File: config.mk
export PLATFORM = sky130hd
export DESIGN_NAME = pac_measure_regs
export DESIGN_NICKNAME = d
export VERILOG_FILES = /design/src/rtl/pac_pkg.sv /design/src/rtl/pac_port_seq.sv /design/src/rtl/pac_measure_regs.sv
export SDC_FILE = /design/constraint.sdc
export NUM_CORES = 1
export LEC_CHECK = 0
export ABC_AREA = 1
export BUFFER_PORTS_ARGS = -buffer_cell sky130_fd_sc_hd__buf_2
export CAP_MARGIN = 5
export CORE_AREA = 5 5 174 218
export DETAILED_ROUTE_END_ITERATION = 12
export DIE_AREA = 0 0 179 223
export SYNTH_ARGS = -nofsm -noshare
export SYNTH_HDL_FRONTEND = slang
export SYNTH_HIERARCHICAL = 1
export SYNTH_SLANG_ARGS = --single-unit
File: constraint.sdc
create_clock -name i_mclk -period 1.73 [get_ports i_mclk]
set_input_delay 0.346 -clock i_mclk [delete_from_list [all_inputs] [get_ports i_mclk]]
set_output_delay 0.346 -clock i_mclk [all_outputs]
set_load 0.005 [all_outputs]
File: src/rtl/pac_pkg.sv
/*
 * Shared constants and types for the class power measurement register bank.
 * Assumes one 25 MHz clock and a plain byte-wide register port.
 */
package pac_pkg;

   localparam int NUM_PORTS = 4;
   localparam int ADDR_W = 8;
   localparam int DATA_W = 8;
   localparam int POWER_W = 7;

   // Register offsets.
   localparam logic [7:0] ADDR_MEAS_CTRL = 8'h50;
   localparam logic [7:0] ADDR_PORT1_POWER = 8'h51;
   localparam logic [7:0] ADDR_PORT2_POWER = 8'h52;
   localparam logic [7:0] ADDR_PORT3_POWER = 8'h53;
   localparam logic [7:0] ADDR_PORT4_POWER = 8'h54;
   localparam logic [7:0] ADDR_FOLD_CTRL = 8'h55;
   localparam logic [7:0] ADDR_EVENT_STATUS = 8'h56;
   localparam logic [7:0] ADDR_EVENT_MASK = 8'h57;

   // Field positions.
   localparam int MANUAL_REQ_LSB = 4;
   localparam int AUTO_EN_LSB = 0;
   localparam int FOLD_SEL_LSB = 4;
   localparam int EVT_DETECT_LSB = 4;
   localparam int EVT_MANUAL_DONE_LSB = 0;

   // Reset values.
   localparam logic [7:0] MEAS_CTRL_RESET = 8'h00;
   localparam logic [7:0] POWER_RESET = 8'h00;
   localparam logic [7:0] FOLD_CTRL_RESET = 8'h00;
   localparam logic [7:0] EVENT_STATUS_RESET = 8'h00;
   localparam logic [7:0] EVENT_MASK_RESET = 8'h00;
   localparam logic [7:0] UNMAPPED_READ = 8'h00;

   // Timing: full-draw settle time after power good, then the cycle count.
   localparam int CLK_KHZ = 25000;
   localparam int FULL_DRAW_MS = 100;
   localparam int FULL_DRAW_CYCLES = FULL_DRAW_MS * CLK_KHZ;

   typedef enum logic [1:0] {
      SEQ_IDLE,
      SEQ_CLASSING,
      SEQ_SETTLE,
      SEQ_DUE
   } pac_seq_state_t;

   typedef enum logic [0:0] {
      MEAS_IDLE,
      MEAS_WAIT
   } pac_meas_state_t;

endpackage

File: src/rtl/pac_port_seq.sv
/*
 * Per-port automatic measurement sequencer.
 * Assumes the power-on command is a one-cycle pulse and power good a level, both on i_mclk.
 */
`timescale 1ns/1ps
module pac_port_seq
   import pac_pkg::*;
#(
   parameter int unsigned SETTLE_CYCLES = FULL_DRAW_CYCLES
) (
   // Clock and reset.
   input wire logic i_mclk,
   input wire logic i_reset,
   // Port events.
   input wire logic i_auto_measure_enable,
   input wire logic i_port_power_on_command,
   input wire logic i_pd_request,
   input wire logic i_power_good,
   input wire logic i_taken,
   // Results.
   output logic o_pd_request_seen,
   output logic o_due
);

   pac_seq_state_t state;
   logic auto_armed;
   logic [31:0] settle_count;

   always_ff @(posedge i_mclk) begin
      if (i_reset) begin
         state <= SEQ_IDLE;
         auto_armed <= 1'b0;
         settle_count <= 32'h0;
         o_pd_request_seen <= 1'b0;
      end else begin
         o_pd_request_seen <= 1'b0;
         if (i_port_power_on_command) begin
            // The enable is sampled at the command; later changes wait for the next one.
            state <= SEQ_CLASSING;
            auto_armed <= i_auto_measure_enable;
            settle_count <= 32'h0;
         end else begin
            case (state)
               SEQ_CLASSING: begin
                  o_pd_request_seen <= i_pd_request;
                  if (i_power_good) begin
                     state <= auto_armed ? SEQ_SETTLE : SEQ_IDLE;
                     settle_count <= 32'h0;
                  end
               end
               SEQ_SETTLE: begin
                  if (!i_power_good) begin
                     state <= SEQ_IDLE;
                  end else if (settle_count >= SETTLE_CYCLES - 1) begin
                     state <= SEQ_DUE;
                  end else begin
                     settle_count <= settle_count + 32'h1;
                  end
               end
               SEQ_DUE: begin
                  if (i_taken || !i_power_good) begin
                     state <= SEQ_IDLE;
                  end
               end
               default: begin
                  state <= SEQ_IDLE;
               end
            endcase
         end
      end
   end

   assign o_due = (state == SEQ_DUE);

endmodule

File: src/rtl/pac_measure_regs.sv
/*
 * Class power measurement control, result and foldback register bank for four ports.
 * Assumes a same-clock measurement unit that answers each start with one done pulse,
 * and a register master that never needs wait states.
 */
// The plain strobed port was chosen for this implementation.
`timescale 1ns/1ps
module pac_measure_regs
   import pac_pkg::*;
#(
   parameter int unsigned SETTLE_CYCLES = FULL_DRAW_CYCLES
) (
   // Clock and reset.
   input wire logic i_mclk,
   input wire logic i_reset,
   // Register port.
   input wire logic [ADDR_W-1:0] i_addr,
   input wire logic [DATA_W-1:0] i_wdata,
   input wire logic i_wr,
   input wire logic i_rd,
   output logic [DATA_W-1:0] o_rdata,
   // Port state from the port controller.
   input wire logic [NUM_PORTS-1:0] i_port_power_on_command,
   input wire logic [NUM_PORTS-1:0] i_pd_request,
   input wire logic [NUM_PORTS-1:0] i_power_good,
   // Power measurement unit.
   output logic o_measure_start,
   output logic [1:0] o_measure_port,
   input wire logic i_measure_done,
   input wire logic [POWER_W-1:0] i_measure_power,
   // Power limit loading.
   output logic [NUM_PORTS-1:0] o_power_cut_limit_load,
   output logic [POWER_W-1:0] o_power_cut_limit_power,
   // Foldback select and interrupt.
   output logic [NUM_PORTS-1:0] o_raised_power_fold_select,
   output logic o_irq
);

   ////////////////////////////////////////////////////////////////////////////////

   function automatic logic [1:0] first_port(input logic [NUM_PORTS-1:0] bits);
      logic [1:0] idx;
      idx = 2'd0;
      for (int i = NUM_PORTS - 1; i >= 0; i--) begin
         if (bits[i]) begin
            idx = 2'(i);
         end
      end
      return idx;
   endfunction

   function automatic logic [NUM_PORTS-1:0] port_bit(input logic [1:0] port);
      return 4'h1 << port;
   endfunction

   // Places a per-port field at its bit position within a register byte, so the
   // layout is fixed by the package constants and not repeated at every use.
   function automatic logic [DATA_W-1:0] place_field(
      input logic [NUM_PORTS-1:0] bits,
      input int lsb
   );
      logic [DATA_W-1:0] word;
      word = '0;
      word[lsb +: NUM_PORTS] = bits;
      return word;
   endfunction

   function automatic logic [DATA_W-1:0] result_byte(input logic [POWER_W-1:0] code);
      return {1'b0, code};
   endfunction

   function automatic logic reg_hit(
      input logic strobe,
      input logic [ADDR_W-1:0] addr,
      input logic [ADDR_W-1:0] target
   );
      return strobe && (addr == target);
   endfunction

   ////////////////////////////////////////////////////////////////////////////////

   logic [NUM_PORTS-1:0] manual_measure_request;
   logic [NUM_PORTS-1:0] auto_measure_enable;
   logic [NUM_PORTS-1:0] fold_enable;
   logic [NUM_PORTS-1:0] pd_request_seen_flag;
   logic [DATA_W-1:0] event_status;
   logic [DATA_W-1:0] event_mask;
   logic [POWER_W-1:0] measured_power_code [NUM_PORTS];
   pac_meas_state_t meas_state;
   logic cur_manual;
   logic [NUM_PORTS-1:0] auto_due;
   logic [NUM_PORTS-1:0] auto_taken;
   logic [NUM_PORTS-1:0] manual_done;
   logic meas_fire;
   logic wr_ctrl;
   logic wr_fold;
   logic wr_status;
   logic wr_mask;
   logic [DATA_W-1:0] next_event_status;
   logic [DATA_W-1:0] event_set;
   logic [DATA_W-1:0] read_word;
   logic auto_result;

   assign wr_ctrl = reg_hit(i_wr, i_addr, ADDR_MEAS_CTRL);
   assign wr_fold = reg_hit(i_wr, i_addr, ADDR_FOLD_CTRL);
   assign wr_status = reg_hit(i_wr, i_addr, ADDR_EVENT_STATUS);
   assign wr_mask = reg_hit(i_wr, i_addr, ADDR_EVENT_MASK);
   assign meas_fire = (meas_state == MEAS_WAIT) && i_measure_done;
   assign manual_done = (meas_fire && cur_manual) ? port_bit(o_measure_port) : 4'h0;
   // A port that lost power good during its measurement keeps its old limits.
   assign auto_result = meas_fire && !cur_manual && i_power_good[o_measure_port];

   ////////////////////////////////////////////////////////////////////////////////

   for (genvar p = 0; p < NUM_PORTS; p++) begin : g_port
      pac_port_seq #(
         .SETTLE_CYCLES(SETTLE_CYCLES)
      ) u_seq (
         .i_mclk(i_mclk),
         .i_reset(i_reset),
         .i_auto_measure_enable(auto_measure_enable[p]),
         .i_port_power_on_command(i_port_power_on_command[p]),
         .i_pd_request(i_pd_request[p]),
         .i_power_good(i_power_good[p]),
         .i_taken(auto_taken[p]),
         .o_pd_request_seen(pd_request_seen_flag[p]),
         .o_due(auto_due[p])
      );
   end

   ////////////////////////////////////////////////////////////////////////////////

   always_ff @(posedge i_mclk) begin
      if (i_reset) begin
         auto_measure_enable <= MEAS_CTRL_RESET[AUTO_EN_LSB +: NUM_PORTS];
      end else if (wr_ctrl) begin
         auto_measure_enable <= i_wdata[AUTO_EN_LSB +: NUM_PORTS];
      end
   end

   // A write of one in the same cycle as completion keeps the bit set, so a fresh
   // request is never swallowed; the port is then measured again.
   always_ff @(posedge i_mclk) begin
      if (i_reset) begin
         manual_measure_request <= MEAS_CTRL_RESET[MANUAL_REQ_LSB +: NUM_PORTS];
      end else begin
         manual_measure_request <= (manual_measure_request & ~manual_done)
            | (wr_ctrl ? i_wdata[MANUAL_REQ_LSB +: NUM_PORTS] : 4'h0);
      end
   end

   always_ff @(posedge i_mclk) begin
      if (i_reset) begin
         fold_enable <= FOLD_CTRL_RESET[FOLD_SEL_LSB +: NUM_PORTS];
      end else if (wr_fold) begin
         fold_enable <= i_wdata[FOLD_SEL_LSB +: NUM_PORTS];
      end
   end

   always_ff @(posedge i_mclk) begin
      if (i_reset) begin
         o_raised_power_fold_select <= 4'h0;
      end else begin
         o_raised_power_fold_select <= fold_enable & i_power_good;
      end
   end

   ////////////////////////////////////////////////////////////////////////////////

   // One measurement engine serves all ports. Manual requests win over automatic
   // ones because software is waiting on them; automatic ones stay due meanwhile.
   always_comb begin
      auto_taken = 4'h0;
      if (meas_state == MEAS_IDLE && manual_measure_request == 4'h0 && auto_due != 4'h0) begin
         auto_taken = port_bit(first_port(auto_due));
      end
   end

   always_ff @(posedge i_mclk) begin
      if (i_reset) begin
         meas_state <= MEAS_IDLE;
         cur_manual <= 1'b0;
         o_measure_port <= 2'd0;
         o_measure_start <= 1'b0;
      end else begin
         o_measure_start <= 1'b0;
         case (meas_state)
            MEAS_IDLE: begin
               if (manual_measure_request != 4'h0) begin
                  o_measure_port <= first_port(manual_measure_request);
                  cur_manual <= 1'b1;
                  o_measure_start <= 1'b1;
                  meas_state <= MEAS_WAIT;
               end else if (auto_due != 4'h0) begin
                  o_measure_port <= first_port(auto_due);
                  cur_manual <= 1'b0;
                  o_measure_start <= 1'b1;
                  meas_state <= MEAS_WAIT;
               end
            end
            MEAS_WAIT: begin
               if (i_measure_done) begin
                  meas_state <= MEAS_IDLE;
               end
            end
            default: begin
               meas_state <= MEAS_IDLE;
            end
         endcase
      end
   end

   always_ff @(posedge i_mclk) begin
      if (i_reset) begin
         for (int i = 0; i < NUM_PORTS; i++) begin
            measured_power_code[i] <= POWER_RESET[POWER_W-1:0];
         end
      end else if (meas_fire) begin
         measured_power_code[o_measure_port] <= i_measure_power;
      end
   end

   // Only automatic results reach the limit registers; manual ones leave them to software.
   always_ff @(posedge i_mclk) begin
      if (i_reset) begin
         o_power_cut_limit_load <= 4'h0;
      end else if (auto_result) begin
         o_power_cut_limit_load <= port_bit(o_measure_port);
      end else begin
         o_power_cut_limit_load <= 4'h0;
      end
   end

   always_ff @(posedge i_mclk) begin
      if (i_reset) begin
         o_power_cut_limit_power <= POWER_RESET[POWER_W-1:0];
      end else if (auto_result) begin
         o_power_cut_limit_power <= i_measure_power;
      end
   end

   ////////////////////////////////////////////////////////////////////////////////

   assign event_set = place_field(pd_request_seen_flag, EVT_DETECT_LSB)
      | place_field(manual_done, EVT_MANUAL_DONE_LSB);

   // Hardware events win over a write-one-to-clear in the same cycle.
   always_comb begin
      next_event_status = event_status;
      if (wr_status) begin
         next_event_status = next_event_status & ~i_wdata;
      end
      next_event_status = next_event_status | event_set;
   end

   always_ff @(posedge i_mclk) begin
      if (i_reset) begin
         event_status <= EVENT_STATUS_RESET;
      end else begin
         event_status <= next_event_status;
      end
   end

   always_ff @(posedge i_mclk) begin
      if (i_reset) begin
         event_mask <= EVENT_MASK_RESET;
      end else if (wr_mask) begin
         event_mask <= i_wdata;
      end
   end

   always_ff @(posedge i_mclk) begin
      if (i_reset) begin
         o_irq <= 1'b0;
      end else begin
         o_irq <= |(next_event_status & event_mask);
      end
   end

   ////////////////////////////////////////////////////////////////////////////////

   always_comb begin
      read_word = UNMAPPED_READ;
      case (i_addr)
         ADDR_MEAS_CTRL: begin
            read_word = place_field(manual_measure_request, MANUAL_REQ_LSB)
               | place_field(auto_measure_enable, AUTO_EN_LSB);
         end
         ADDR_PORT1_POWER: begin
            read_word = result_byte(measured_power_code[0]);
         end
         ADDR_PORT2_POWER: begin
            read_word = result_byte(measured_power_code[1]);
         end
         ADDR_PORT3_POWER: begin
            read_word = result_byte(measured_power_code[2]);
         end
         ADDR_PORT4_POWER: begin
            read_word = result_byte(measured_power_code[3]);
         end
         ADDR_FOLD_CTRL: begin
            read_word = place_field(fold_enable, FOLD_SEL_LSB);
         end
         ADDR_EVENT_STATUS: begin
            read_word = event_status;
         end
         ADDR_EVENT_MASK: begin
            read_word = event_mask;
         end
         default: begin
            read_word = UNMAPPED_READ;
         end
      endcase
   end

   // Read data stand for one cycle only, so a stale byte is never mistaken for a fresh one.
   always_ff @(posedge i_mclk) begin
      if (i_reset) begin
         o_rdata <= UNMAPPED_READ;
      end else if (i_rd) begin
         o_rdata <= read_word;
      end else begin
         o_rdata <= UNMAPPED_READ;
      end
   end

endmodule

==> out/qor.json <==
{
  "logic_synthesis": {
    "synth_nets": 1762,
    "synth_most_common_cell": "sky130_fd_sc_hd__nand2_1",
    "synthesis.instances": 1706,
    "syn_avg_cell_area_um2": 7.01,
    "post-synth-top-area-fraction": 0.337,
    "netlist_top_cells_count": "sky130_fd_sc_hd__nand2_1 (373), sky130_fd_sc_hd__nor2_1 (329), sky130_fd_sc_hd__dfxtp_1 (201)",
    "synth_edf_count": 28,
    "synth-warning-count": 6,
    "synth_seq_cells": 229,
    "dominantRegCellSynth": "sky130_fd_sc_hd__dfxtp_1",
    "synth_async_sr_flop_share": 0,
    "cell_area_after_synthesis_um2": 12000,
    "synthDominantAreaCellType": "sky130_fd_sc_hd__dfxtp_1",
    "synth.top_cells.by_area": "sky130_fd_sc_hd__dfxtp_1 (34%), sky130_fd_sc_hd__nand2_1 (12%), sky130_fd_sc_hd__nor2_1 (10%)",
    "synth_sequential_area_ratio": 0.407,
    "synth_cell_type_count": 46
  },
  "hold_path": {
    "hp-start": "i_pd_request[3]",
    "worst_hold_path_type": "input port to flip-flop",
    "timing.hold.worst_endpoint": "g_port[3].u_seq/o_pd_request_seen",
    "hold_path_depth": 3
  },
  "route": {
    "number_of_detailed_routing_iterations_run_before_antenna_repair": 7,
    "wire_per_inst_um": 14.6,
    "final_routed_drc_violation_total": 0,
    "route.final.wire_length_um": 35900,
    "detailroute.via_count": 12000,
    "antenna_violating_nets_post_route": 0,
    "first_iter_violations": 675,
    "avgViaCountPerCell": 4.86
  },
  "critical_path": {
    "critical_path.reg2reg.endpoint": "g_port[2].u_seq/state[0]",
    "critical_path.reg2reg.startpoint": "g_port[3].u_seq/state[0]",
    "crit_path_end_kind": "flip-flop",
    "timing.critical_path.required_ns": 2.16,
    "reg2reg_setup_slack_ns": -0.02,
    "critical-path-top-cell-by-count": "sky130_fd_sc_hd__nor2_1",
    "setup.worst_path.start_class": "flip-flop",
    "timing.critical_path.slowest_cell_delay_ns": 0.36,
    "crit_type": "flip-flop to flip-flop",
    "timing.critical_path.arrival_ns": 2.18,
    "cp_max_fo": 4,
    "critical-path-slowest-cell": "sky130_fd_sc_hd__dfxtp_4",
    "cp_cell_sequence": "ha_4, inv_1, nor2_2, nor2_1, nor2_1, inv_1, nand2_2, nor2_2, o21ai_2, o21ai_2, nand3_1, nand2_1, nor2_1, nor2_1",
    "worst-r2r-cell-count": 14
  },
  "timing": {
    "final_min_period_over_clock_period": 1.01,
    "rsz0062_at_grt": "true",
    "max_slew_margin": 0.645,
    "fin_skew_ns": 0.0110,
    "worst_slack_ns": -0.0208,
    "timing.final.max_slew_violations": 0,
    "whs_ns": 0.0476,
    "worstMarginPinSlew_ns": 0.529,
    "finalSetupViolations": 2,
    "max_clock_freq_ghz": 0.571,
    "hold_violations": 0,
    "final.min_clock_period_ns": 1.75
  },
  "global_route": {
    "grt-ovfl-total": 0,
    "grt_antenna_before_repair": 2,
    "grt_use_total": 0.173,
    "first_global_vias": 11800,
    "grt_pass1_wl_um": 57200,
    "grt_start_max_net_pins": 23
  },
  "outcome": {
    "run_status": "finished, violations left",
    "violations": "negative setup slack"
  },
  "die": {
    "core_area_um2": 35800,
    "die_area_um2": 39900,
    "fp-row-count": 78,
    "io_pins": 67,
    "fp.dieW_um": 179,
    "die-height_um": 223,
    "floorplan.initialDensity": 0.334
  },
  "finish": {
    "num_antenna_cells": 0,
    "final_net_count": 2022,
    "flow.area_growth_from_synthesis_pct": 35.3,
    "proportion_of_layout_cells_with_a_drive_suffix_above_1": 0.294
  },
  "clocking": {
    "htree_num_levels": 1,
    "clk_transition_reported_paths_ns": 0.06,
    "clockRootBuffer": "sky130_fd_sc_hd__clkbuf_16",
    "cts_tree": "built",
    "cts.path.max_buffers": 3,
    "cts.sink_count": 229,
    "hold_buffers_post_cts": 0,
    "cts-buffers-inserted": 27,
    "clkLatencyLatePin_ns": 0.54
  },
  "placed_design": {
    "gp_congestion": 0.895,
    "detailedPlacementHpwl_um": 25900,
    "dpl_worst_slack_ns": -0.184,
    "port-buffer-count": 66
  },
  "run": {
    "maxCapViolCount": 0
  },
  "power": {
    "finalPower_w": 0.0122,
    "peakVddDrop_mv": 0.680,
    "cell_pwr_density_nw_per_um2": 757,
    "leakage_nw": 6.10
  }
}
## critical path: cells and delay by family (launching register included)
| kind | cells | cell delay, ns |
|---|---|---|
| fa+ha+maj | 1 | 0.16 |
| buf+inv | 2 | 0.15 |
| flops | 1 | 0.36 |
| simple gates | 9 | 0.71 |
| compound gates | 2 | 0.23 |
## what timing repair did
action                                  4_1_cts  5_1_grt
gates resized for setup                      81      163
buffers inserted                             14       11
endpoints found under the setup margin      101      136
cloned                                        3        4
pin swaps                                    32       61
## power by group
part	switching [W]	internal [W]
registers	0.0000244	0.00541
logic	0.000433	0.000268
clock network	0.00231	0.00379
## worst max path at each step
stage,startpoint,end,cells after the start
floorplan,g_port[2].u_seq/settle_count[0],g_port[2].u_seq/settle_count[10],14
global placement,g_port[2].u_seq/settle_count[0],g_port[2].u_seq/settle_count[20],10
detailed placement,g_port[2].u_seq/settle_count[0],g_port[2].u_seq/settle_count[20],10
CTS,g_port[1].u_seq/settle_count[0],g_port[1].u_seq/settle_count[20],13
global route,g_port[1].u_seq/state[0],g_port[2].u_seq/state[0],13
finish,g_port[3].u_seq/state[0],g_port[2].u_seq/state[0],14
## per-layer routing
| metal | routed length [um] | part of all wire | global-route usage |
|---|---|---|---|
| met1 | 15200 | 0.42 | 0.207 |
| met2 | 18200 | 0.51 | 0.314 |
| met3 | 1490 | 0.041 | 0.0244 |
| met4 | 1000 | 0.028 | 0.0565 |
| met5 | 19 | 0.00053 | 0 |
## cell families (layout without fill, tap and decap cells)
| kind of cell | count (synthesis) | count (layout) | share of synthesized area |
|---|---|---|---|
| AND/OR/NAND/NOR | 985 | 985 | 0.361 |
| AO/OA/AOI/OAI | 232 | 232 | 0.114 |
| XOR/XNOR | 28 | 28 | 0.0205 |
| adder cells (fa/ha/maj) | 16 | 16 | 0.0167 |
| flip-flops | 229 | 229 | 0.407 |
| buffers and inverters | 216 | 495 | 0.0808 |
## stage by stage
step / instances / util / setup TNS, ns / instance area [um^2]
final: 2465 / 0.451 / -0.0289 / 16200
after global routing: 2465 / 0.451 / -2.23 / 16200
after CTS: 2451 / 0.430 / -0.00448 / 15400
after detailed placement: 2386 / 0.392 / -3.82 / 14000
after global placement: 2386 / 0.392 / -1.65 / 14000
after floorplan: 1706 / - / 0 / 12000
## area by class of cell
cell class / instances / area [um^2]
repair inverters: 2 / 15.0
repair buffers: 275 / 2180
clock inverters: 17 / 244
clock buffers: 31 / 701
flip-flops and latches: 229 / 4900
inverters: 170 / 661
multi-input cells: 1261 / 6870
well taps: 480 / 601
fillers: 3596 / 19600
## state kept, by name (all words and copies together), names as in the netlist, 2 cells and up
name,count
g_port.u_seq/o_pd_request_seen,4
event_status,8
measured_power_code,28
o_raised_power_fold_select,4
g_port.u_seq/settle_count,128
auto_measure_enable,4
g_port.u_seq/auto_armed,4
manual_measure_request,4
o_power_cut_limit_power,7
o_measure_port,2
g_port.u_seq/state,8
o_rdata,8
event_mask,8
o_power_cut_limit_load,4
fold_enable,4
## layout by cell type (no fill, tap or decap), types with 7 or more instances in the layout
cell,instances
sky130_fd_sc_hd__o211ai_1,8
sky130_fd_sc_hd__buf_12,10
sky130_fd_sc_hd__nand2_4,12
sky130_fd_sc_hd__buf_4,177
sky130_fd_sc_hd__nand3_1,137
sky130_fd_sc_hd__nand3b_1,7
sky130_fd_sc_hd__nor3_2,23
sky130_fd_sc_hd__a21oi_2,44
sky130_fd_sc_hd__nor2_2,28
sky130_fd_sc_hd__dfxtp_1,179
sky130_fd_sc_hd__nand2_2,43
sky130_fd_sc_hd__o21ai_0,40
sky130_fd_sc_hd__nor3_4,7
sky130_fd_sc_hd__o21ai_1,12
sky130_fd_sc_hd__xnor2_1,18
sky130_fd_sc_hd__inv_1,145
sky130_fd_sc_hd__nand4_1,10
sky130_fd_sc_hd__buf_2,66
sky130_fd_sc_hd__a21oi_1,91
sky130_fd_sc_hd__o21ai_2,7
sky130_fd_sc_hd__edfxtp_1,28
sky130_fd_sc_hd__dfxtp_2,20
sky130_fd_sc_hd__buf_6,16
sky130_fd_sc_hd__nor2_1,300
sky130_fd_sc_hd__nor2_4,10
sky130_fd_sc_hd__clkbuf_16,31
sky130_fd_sc_hd__nand2_1,352
sky130_fd_sc_hd__ha_4,10
sky130_fd_sc_hd__nand3_2,13
sky130_fd_sc_hd__inv_2,18
sky130_fd_sc_hd__clkinvlp_4,7
sky130_fd_sc_hd__nor3_1,26
sky130_fd_sc_hd__xor2_1,9
Note: power is estimated with default switching activity, not from simulation.
